`config.mk`:
```
export PLATFORM = sky130hd
export DESIGN_NAME = tcc_timer
export DESIGN_NICKNAME = d
export VERILOG_FILES = /design/src/tcc_pkg.sv /design/src/tcc_deadtime.sv /design/src/tcc_timer.sv
export SDC_FILE = /design/constraint.sdc
export NUM_CORES = 1
export LEC_CHECK = 0
export BUFFER_PORTS_ARGS = -buffer_cell sky130_fd_sc_hd__buf_2
export CELL_PAD_IN_SITES_DETAIL_PLACEMENT = 0
export CELL_PAD_IN_SITES_GLOBAL_PLACEMENT = 1
export CORE_AREA = 4 4 223 225
export CTS_BUF_LIST = sky130_fd_sc_hd__clkbuf_16
export DETAILED_ROUTE_END_ITERATION = 6
export DIE_AREA = 0 0 227 229
export PLACE_DENSITY_LB_ADDON = 0.1
export SLEW_MARGIN = 20
export SYNTH_ARGS = -nofsm -noshare
export SYNTH_HDL_FRONTEND = slang
export SYNTH_HIERARCHICAL = 1
export SYNTH_SLANG_ARGS = --single-unit
```
`constraint.sdc`:
```
create_clock -name clk -period 5.1 [get_ports clk]
set_clock_uncertainty 0.1 [all_clocks]
set_input_delay 1.02 -clock clk [delete_from_list [all_inputs] [get_ports clk]]
set_output_delay 1.02 -clock clk [all_outputs]
set_load 0.02 [all_outputs]
```
`src/tcc_pkg.sv`:
```
// package: register map, field layout and encodings of the timer block
package tcc_pkg;

  localparam int CNT_W    = 16;
  localparam int NUM_CH   = 4;
  localparam int DT_W     = 8;
  localparam int ADDR_W   = 8;

  // ----------------------------------------------------------------
  // register offsets (byte addresses)
  // ----------------------------------------------------------------
  localparam logic [ADDR_W-1:0] REG_CTRL   = 8'h00;
  localparam logic [ADDR_W-1:0] REG_CNT    = 8'h04;
  localparam logic [ADDR_W-1:0] REG_TOP    = 8'h08;
  localparam logic [ADDR_W-1:0] REG_STATUS = 8'h0C;
  localparam logic [ADDR_W-1:0] REG_CLEAR  = 8'h10;
  localparam logic [ADDR_W-1:0] REG_IEN    = 8'h14;
  localparam logic [ADDR_W-1:0] REG_DTIME  = 8'h18;
  localparam logic [ADDR_W-1:0] REG_CHCFG0 = 8'h20;
  localparam logic [ADDR_W-1:0] REG_CHVAL0 = 8'h30;
  localparam logic [ADDR_W-1:0] REG_CHCAP0 = 8'h40;
  localparam logic [ADDR_W-1:0] CH_STRIDE  = 8'h04;

  // ----------------------------------------------------------------
  // ctrl fields
  // ----------------------------------------------------------------
  localparam int CTRL_RUN   = 0;
  localparam int CTRL_EVCNT = 1;
  localparam int CTRL_DTEN  = 2;
  localparam int CTRL_W     = 3;

  // channel config: [1:0] mode, [3:2] capture edge, [4] input select
  localparam int CFG_W       = 5;
  localparam int CFG_EDGE_LO = 2;
  localparam int CFG_SRC     = 4;

  // status bits: [3:0] channel events, [4] overflow
  localparam int ST_W   = 5;
  localparam int ST_OVF = 4;

  localparam logic [CNT_W-1:0] TOP_RST = 16'hFFFF;
  localparam logic [DT_W-1:0]  DT_RST  = 8'h00;
  localparam logic [31:0]      RD_ZERO = 32'h0000_0000;

  typedef enum logic [1:0] {
    TCC_MODE_OFF     = 2'b00,
    TCC_MODE_CAPTURE = 2'b01,
    TCC_MODE_COMPARE = 2'b10,
    TCC_MODE_PWM     = 2'b11
  } tcc_mode_t;

  typedef enum logic [1:0] {
    TCC_EDGE_RISE = 2'b00,
    TCC_EDGE_FALL = 2'b01,
    TCC_EDGE_BOTH = 2'b10,
    TCC_EDGE_NONE = 2'b11
  } tcc_edge_t;

endpackage

```
`src/tcc_deadtime.sv`:
```
// module: dead-time insertion for one complementary output pair
module tcc_deadtime
  import tcc_pkg::*;
(
  // clock and reset
  input  wire logic            clk,
  input  wire logic            nrst,
  // control
  input  wire logic            en,
  input  wire logic [DT_W-1:0] dtime,
  input  wire logic            din,
  // outputs
  output logic                 out_hi,
  output logic                 out_lo
);

  logic [DT_W-1:0] cnt;
  logic            last;
  wire             edge_seen = (din != last);
  wire             settled   = (cnt == DT_RST);

  always_ff @(posedge clk) begin
    if (!nrst) begin
      cnt    <= DT_RST;
      last   <= 1'b0;
      out_hi <= 1'b0;
      out_lo <= 1'b0;
    end else begin
      last <= din;
      if (!en) begin
        cnt    <= DT_RST;
        out_hi <= din;
        out_lo <= ~din;
      end else if (edge_seen) begin
        // both sides off while the gap runs, so the pair never overlaps
        cnt    <= dtime;
        out_hi <= (dtime == DT_RST) ? din : 1'b0;
        out_lo <= (dtime == DT_RST) ? ~din : 1'b0;
      end else if (!settled) begin
        cnt <= cnt - 1'b1;
      end else begin
        out_hi <= din;
        out_lo <= ~din;
      end
    end
  end

endmodule

```
`src/tcc_timer.sv`:
```
// module: 16-bit timer with capture, compare and pwm channels on apb
// ----------------------------------------------------------------
// Overview of operation
// the counter core is sixteen bits wide.
// up to four channels, each able to capture and compare.
// each channel selects one mode: capture, compare or pwm.
// capture latches the counter into a buffer on the chosen input edge.
// compare drives the channel output from counter versus threshold.
// pwm waveform follows successive compare values written by software.
// dead-time insertion exists on the first instance only.
// counter can count events instead of clocks; pwm outputs generated.
// overflow and channel events pulse trigger lines to the event network.
// counter wraps to zero after its top and flags overflow then.
// every capture or compare match sets a channel status flag.
// ----------------------------------------------------------------
module tcc_timer
  import tcc_pkg::*;
#(
  parameter bit HAS_DTI = 1'b1
)
(
  // clock and reset
  input  wire logic              clk,
  input  wire logic              nrst,
  // apb slave
  input  wire logic              psel,
  input  wire logic              penable,
  input  wire logic              pwrite,
  input  wire logic [ADDR_W-1:0] paddr,
  input  wire logic [31:0]       pwdata,
  output logic      [31:0]       prdata,
  output logic                   pready,
  output logic                   pslverr,
  // pins and event inputs
  input  wire logic [NUM_CH-1:0] cc_in,
  input  wire logic [NUM_CH-1:0] event_routing_network_in,
  input  wire logic              count_in,
  // channel outputs
  output logic      [NUM_CH-1:0] cc_out,
  output logic      [NUM_CH-1:0] cc_out_n,
  // triggers and interrupt
  output logic      [ST_W-1:0]   event_routing_network_out,
  output logic                   irq
);

  // ----------------------------------------------------------------
  // registers
  // ----------------------------------------------------------------
  logic [CTRL_W-1:0] ctrl;
  logic [CNT_W-1:0]  cnt;
  logic [CNT_W-1:0]  top;
  logic [ST_W-1:0]   status;
  logic [ST_W-1:0]   ien;
  logic [DT_W-1:0]   dtime;
  logic [CFG_W-1:0]  chcfg [NUM_CH];
  logic [CNT_W-1:0]  chval [NUM_CH];
  logic [CNT_W-1:0]  chbuf [NUM_CH];
  logic [CNT_W-1:0]  chcap [NUM_CH];
  logic [NUM_CH-1:0] cmp_lvl;

  // ----------------------------------------------------------------
  // input synchronisers
  // ----------------------------------------------------------------
  logic [NUM_CH-1:0] cc_s1, cc_s2, cc_s3;
  logic [NUM_CH-1:0] ev_s1, ev_s2, ev_s3;
  logic              ci_s1, ci_s2, ci_s3;
  // stage three only keeps the previous sample for the edge detectors

  always_ff @(posedge clk) begin
    if (!nrst) begin
      cc_s1 <= '0;
      cc_s2 <= '0;
      cc_s3 <= '0;
      ev_s1 <= '0;
      ev_s2 <= '0;
      ev_s3 <= '0;
      ci_s1 <= 1'b0;
      ci_s2 <= 1'b0;
      ci_s3 <= 1'b0;
    end else begin
      cc_s1 <= cc_in;
      cc_s2 <= cc_s1;
      cc_s3 <= cc_s2;
      ev_s1 <= event_routing_network_in;
      ev_s2 <= ev_s1;
      ev_s3 <= ev_s2;
      ci_s1 <= count_in;
      ci_s2 <= ci_s1;
      ci_s3 <= ci_s2;
    end
  end

  function automatic logic edge_hit(input logic [1:0] sel, input logic now,
                                    input logic prev);
    case (sel)
      TCC_EDGE_RISE: edge_hit = now & ~prev;
      TCC_EDGE_FALL: edge_hit = ~now & prev;
      TCC_EDGE_BOTH: edge_hit = now ^ prev;
      default:       edge_hit = 1'b0;
    endcase
  endfunction

  // each channel bank is NUM_CH aligned words; the banks sit back to back, and only 0x1C before them stays unmapped
  function automatic logic in_bank(input logic [ADDR_W-1:0] a,
                                   input logic [ADDR_W-1:0] base);
    logic [ADDR_W-1:0] off;
    off     = a - base;
    in_bank = (a >= base) && (off < NUM_CH * CH_STRIDE) && (a[1:0] == 2'b00);
  endfunction

  function automatic logic [1:0] bank_idx(input logic [ADDR_W-1:0] a,
                                          input logic [ADDR_W-1:0] base);
    logic [ADDR_W-1:0] off;
    off      = a - base;
    bank_idx = off[3:2];
  endfunction

  // ----------------------------------------------------------------
  // apb decode
  // ----------------------------------------------------------------
  wire       wr_en   = psel & penable & pwrite;
  wire       acc_en  = psel & penable;
  wire       is_cfg  = in_bank(paddr, REG_CHCFG0);
  wire       is_val  = in_bank(paddr, REG_CHVAL0);
  wire       is_cap  = in_bank(paddr, REG_CHCAP0);
  wire [1:0] cfg_idx = bank_idx(paddr, REG_CHCFG0);
  wire [1:0] val_idx = bank_idx(paddr, REG_CHVAL0);
  wire [1:0] cap_idx = bank_idx(paddr, REG_CHCAP0);
  wire       mapped  = (paddr == REG_CTRL) || (paddr == REG_CNT) || (paddr == REG_TOP)
                       || (paddr == REG_STATUS) || (paddr == REG_CLEAR)
                       || (paddr == REG_IEN) || (paddr == REG_DTIME)
                       || is_cfg || is_val || is_cap;
  wire       wr_clr  = wr_en && mapped && (paddr == REG_CLEAR);
  wire       wr_cnt  = wr_en && mapped && (paddr == REG_CNT);

  logic [31:0] rd_mux;
  always_comb begin
    rd_mux = RD_ZERO;
    if (paddr == REG_CTRL)        rd_mux[CTRL_W-1:0] = ctrl;
    else if (paddr == REG_CNT)    rd_mux[CNT_W-1:0]  = cnt;
    else if (paddr == REG_TOP)    rd_mux[CNT_W-1:0]  = top;
    else if (paddr == REG_STATUS) rd_mux[ST_W-1:0]   = status;
    else if (paddr == REG_IEN)    rd_mux[ST_W-1:0]   = ien;
    else if (paddr == REG_DTIME)  rd_mux[DT_W-1:0]   = HAS_DTI ? dtime : DT_RST;
    else if (is_cfg)              rd_mux[CFG_W-1:0]  = chcfg[cfg_idx];
    else if (is_val)              rd_mux[CNT_W-1:0]  = chval[val_idx];
    else if (is_cap)              rd_mux[CNT_W-1:0]  = chcap[cap_idx];
  end

  // single wait-free access phase; unmapped addresses answer with pslverr
  always_ff @(posedge clk) begin
    if (!nrst) begin
      prdata  <= RD_ZERO;
      pready  <= 1'b0;
      pslverr <= 1'b0;
    end else begin
      pready  <= psel & ~penable;
      pslverr <= psel & ~penable & ~mapped;
      prdata  <= (psel & ~penable & ~pwrite) ? rd_mux : RD_ZERO;
    end
  end

  wire acc_done = acc_en & pready;

  // status and capture words have no write path; bus writes to them are dropped

  always_ff @(posedge clk) begin
    if (!nrst) begin
      ctrl  <= '0;
      top   <= TOP_RST;
      ien   <= '0;
      dtime <= DT_RST;
    end else if (acc_done & pwrite & mapped) begin
      if (paddr == REG_CTRL)  ctrl  <= pwdata[CTRL_W-1:0];
      if (paddr == REG_TOP)   top   <= pwdata[CNT_W-1:0];
      if (paddr == REG_IEN)   ien   <= pwdata[ST_W-1:0];
      if (paddr == REG_DTIME) dtime <= pwdata[DT_W-1:0];
    end
  end

  // ----------------------------------------------------------------
  // counter
  // ----------------------------------------------------------------
  wire tick     = ctrl[CTRL_EVCNT] ? (ci_s2 & ~ci_s3) : 1'b1;
  wire step     = ctrl[CTRL_RUN] & tick;
  wire at_top   = (cnt == top);
  wire overflow = step & at_top;

  always_ff @(posedge clk) begin
    if (!nrst) begin
      cnt <= '0;
    // a bus write outranks counting so a preload never races a step
    end else if (wr_cnt & acc_done) begin
      cnt <= pwdata[CNT_W-1:0];
    end else if (step) begin
      cnt <= at_top ? '0 : cnt + 1'b1;
    end
  end

  // ----------------------------------------------------------------
  // channels
  // ----------------------------------------------------------------
  logic [NUM_CH-1:0] ch_evt;

  genvar g;
  generate
    for (g = 0; g < NUM_CH; g++) begin : g_ch
      wire [1:0] mode  = chcfg[g][1:0];
      wire [1:0] esel  = chcfg[g][CFG_EDGE_LO +: 2];
      wire       src   = chcfg[g][CFG_SRC];
      wire       now   = src ? ev_s2[g] : cc_s2[g];
      wire       prev  = src ? ev_s3[g] : cc_s3[g];
      wire       cap_h = (mode == TCC_MODE_CAPTURE) && edge_hit(esel, now, prev);
      wire       match = ctrl[CTRL_RUN] && (cnt == chval[g])
                         && ((mode == TCC_MODE_COMPARE) || (mode == TCC_MODE_PWM));
      wire       wr_cf = acc_done && wr_en && is_cfg && (cfg_idx == g);
      wire       wr_vl = acc_done && wr_en && is_val && (val_idx == g);

      assign ch_evt[g] = cap_h | match;

      always_ff @(posedge clk) begin
        if (!nrst) begin
          chcfg[g]   <= '0;
          chval[g]   <= '0;
          chbuf[g]   <= '0;
          chcap[g]   <= '0;
          cmp_lvl[g] <= 1'b0;
        end else begin
          if (wr_cf) chcfg[g] <= pwdata[CFG_W-1:0];
          if (wr_vl) chbuf[g] <= pwdata[CNT_W-1:0];
          // pwm reloads its threshold at wrap so each period is glitch free
          if (mode == TCC_MODE_PWM) begin
            if (overflow) chval[g] <= chbuf[g];
          end else if (wr_vl) begin
            chval[g] <= pwdata[CNT_W-1:0];
          end
          if (cap_h) chcap[g] <= cnt;
          // pins lag the counter by three cycles: this level, the dead-time stage, then the pin register
          case (mode)
            TCC_MODE_COMPARE: cmp_lvl[g] <= (cnt >= chval[g]);
            TCC_MODE_PWM:     cmp_lvl[g] <= (cnt < chval[g]);
            default:          cmp_lvl[g] <= 1'b0;
          endcase
        end
      end
    end
  endgenerate

  // ----------------------------------------------------------------
  // outputs and dead time
  // ----------------------------------------------------------------
  logic [NUM_CH-1:0] dt_hi, dt_lo;
  // without dead time the pair stage passes the level and its inverse straight on
  wire               dt_on = HAS_DTI & ctrl[CTRL_DTEN];

  generate
    for (g = 0; g < NUM_CH; g++) begin : g_dt
      tcc_deadtime u_dt (
        .clk    (clk),
        .nrst   (nrst),
        .en     (dt_on),
        .dtime  (dtime),
        .din    (cmp_lvl[g]),
        .out_hi (dt_hi[g]),
        .out_lo (dt_lo[g])
      );
    end
  endgenerate

  // ----------------------------------------------------------------
  // status, interrupt and triggers
  // ----------------------------------------------------------------
  wire [ST_W-1:0] raw_evt     = {overflow, ch_evt};
  wire [ST_W-1:0] clr_msk     = wr_clr & acc_done ? pwdata[ST_W-1:0] : '0;
  // a new event outranks a clear arriving in the same cycle
  wire [ST_W-1:0] next_status = (status & ~clr_msk) | raw_evt;

  // irq follows the new status word so it never lags a fresh event
  always_ff @(posedge clk) begin
    if (!nrst) begin
      status <= '0;
      irq    <= 1'b0;
    end else begin
      status <= next_status;
      irq    <= |(next_status & ien);
    end
  end

  // ----------------------------------------------------------------
  // pin and trigger outputs
  // ----------------------------------------------------------------
  // triggers are one-cycle pulses except a compare match, held while the event count rests on it; catch them on this clock
  always_ff @(posedge clk) begin
    if (!nrst) begin
      event_routing_network_out <= '0;
      cc_out                    <= '0;
      cc_out_n                  <= '0;
    end else begin
      event_routing_network_out <= raw_evt;
      cc_out                    <= dt_hi;
      cc_out_n                  <= dt_lo;
    end
  end

endmodule

```
==> flow_summary.toml <==
[synthesis]
synth_area_leaders = "edfxtp_1 (34%), dfxtp_1 (17%), ha_1 (5.2%)"
syn_inst = 1778
ys_seq_area_share_pct = 50.6
ys_async_sr_fraction_pct = 0
synth_edf_count = 212
syn-mean-instance-area_um2 = 10.6
synth_ff_type = "edfxtp_1"
ys_types = 70
ys_seq_elements = 372
yosysTopAreaCell = "edfxtp_1"
netlist_area_um2 = 18900
yosys_warnings = 6
synth_top_area_share_pct = 33.7

[clock_tree]
post_cts_resize_count = 0
clock-root-buffer = "clkbuf_16"
cts_made_buffers = 43
clk_latency_ns = 0.57
cts.sinks = 372
clockBufferDepth = 3
cts_hold_buf = 0
cts_tree = "built"
htreeDepth = 2
post_cts_buffers = 0
clk_pin_slew_ns = 0.06

[routing]
drc_errors = 0
viasPerCell = 5.67
wl_met2_um = 25600
met1_length_um = 26200
wirelength_um = 56400
post_drt_wl_per_cell_um = 22.9
vias = 14000
wl_met3_um = 3060
dr.max_layer_used = "met4"
drtPass1Iterations = 6
ant_nets = 0
drtIter0Drc = 1222

[pwr]
powerDensity_nw_per_um2 = 310
finalPower_mw = 6.55
ir_worst_vdd_v = 0.000223
leakagePower_nw = 8.65

[timing]
slew_headroom_pct = 30.3
max_freq_mhz = 264
whs_ns = 0.325
final.setup.worst_slack_ns = 1.31
final.setup.tns_ns = 0
min_period_ns = 3.79
hold_viol_final = 0
setup_violations = 0
maxSlewViolCount = 0
rsz0062_at_grt = "false"
tightest_slew_ns = 1.04
finalCritPeriodShare_pct = 74.3

[global_routing]
grt_use_total_pct = 21.6
antenna_found_initial = 1
overflow = 0
grt_pass1_wl_um = 85400
grt_pass1_vias = 13600
grt_max_degree = 77

[run]
drv_cap = 0

[floorplan]
ios = 102
initial_core_util_pct = 39.7
core_um2 = 47500
die_h_um = 229
row_count = 80
die_area_um2 = 52000
die_w_um = 227

[placement]
placed_cell_area_um2 = 19800
gp_congestion = 0.856
numPortBuffers = 69
place_ws_ns = 0.785
place_inst = 2385
hpwl_um = 40000

[layout]
post-route-util_pct = 44.5
num-nets-final = 1948
layout.cells.non_filler = 2463
layout-drive-gt1-share_pct = 13.0
area_growth_pct = 12.0
finalInstanceArea_um2 = 21200

[setup_path]
cp_data_arrival_time_ns = 3.89
endpoint_kind = "register"
crit_path_max_fanout = 17
worstPathRequired_ns = 5.20
critical_path_class = "input pin to register"
worst_setup_path_start_kind = "input pin"

[run_status]
status = "finished, final reports clean"

[min_path]
min_path_type = "register to register"
placed cells by master, fill, tap and decap left out, types with 12 or more instances in the layout:
cell type  instances
a211oi_1          12
nor2_1            88
and2_1           130
a31oi_1           18
a22o_1            76
o21ai_0           64
buf_2             67
nand3_1           46
a22oi_1           13
and3_1            71
a21o_1            12
conb_1            16
nor4_1            20
a21oi_1           63
edfxtp_1         212
ha_1              79
mux4_2            37
dfxtp_1          160
nand2_1          144
inv_1            104
clkbuf_16         43
mux2i_1           19
buf_4             45
nor3_1            31
or4_1             12
nand4_1           29
xnor2_1           26
final cells by class:
type / instances / area [um^2]
Tap cell: 615 / 769
Clock buffer: 43 / 1080
Fill cell: 4417 / 26400
Antenna cell: 1 / 2.50
Clock inverter: 34 / 238
Multi-Input combinational cell: 1192 / 8470
Timing Repair Buffer: 113 / 684
Inverter: 93 / 349
Sequential cell: 372 / 9570
worst max-delay path: stages:
cell and delay [ns]:
buf_2 0.15, or4b_1 0.77, or3_1 0.73, nor3_4 0.26, buf_4 0.23, and2_1 0.17
or3_1 0.54
path summary, 6_finish.rpt:
kind | startpoint | to | slack, ns | cells after the start
worst min register to register | cc_s1[2] | cc_s2[2] | 0.32 | 1
worst min-delay path | cc_s1[2] | cc_s2[2] | 0.32 | 1
worst max-delay path | paddr[6] | chval[2][12] | 1.31 | 7
worst max register to register | cnt[8] | chval[2][12] | 1.60 | 7
registers in the layout, summed over array words and instances (netlist names), 5 cells and up:
signal                     flops
chcap                         64
ien                            5
top                           16
chcfg                         20
cnt                           16
dtime                          8
status                         5
g_dt.u_dt/cnt                 32
prdata                        16
event_routing_network_out      5
chval                         64
chbuf                         64
Yosys cell counts (37+ instances only):
| cell type | instances |
|---|---|
| nand3_1 | 46 |
| edfxtp_1 | 212 |
| and3_1 | 71 |
| inv_1 | 93 |
| nor2_1 | 88 |
| o21ai_0 | 68 |
| a22o_1 | 76 |
| a21oi_1 | 63 |
| dfxtp_1 | 160 |
| mux4_2 | 37 |
| and2_1 | 130 |
| ha_1 | 79 |
| nand2_1 | 144 |
| clkbuf_1 | 95 |
power by group:
part	internal (mW)	switching, mW
sequential	3.24	0.0426
combinational	0.112	0.240
clock	1.68	1.24
total	5.03	1.52
kinds of logic after synthesis:
family                   count (synthesis)  share of synthesized area [%]
flip-flops                             372                           50.6
XOR/XNOR                                34                           1.58
AO/OA/AOI/OAI                          354                           13.1
adder cells (fa/ha/maj)                 79                           5.23
other                                    1                         0.0198
buffers and inverters                  229                           5.14
AND/OR/NAND/NOR                        652                           18.8
multiplexers                            57                           5.48
routing by layer:
layer / vias up / track usage, %
met5: - / 0
met4: 0 / 6.18
met3: 82 / 3.83
met2: 384 / 33.4
met1: 6899 / 31.1
li1: 6612 / -
(Power assumes the default switching activity.)
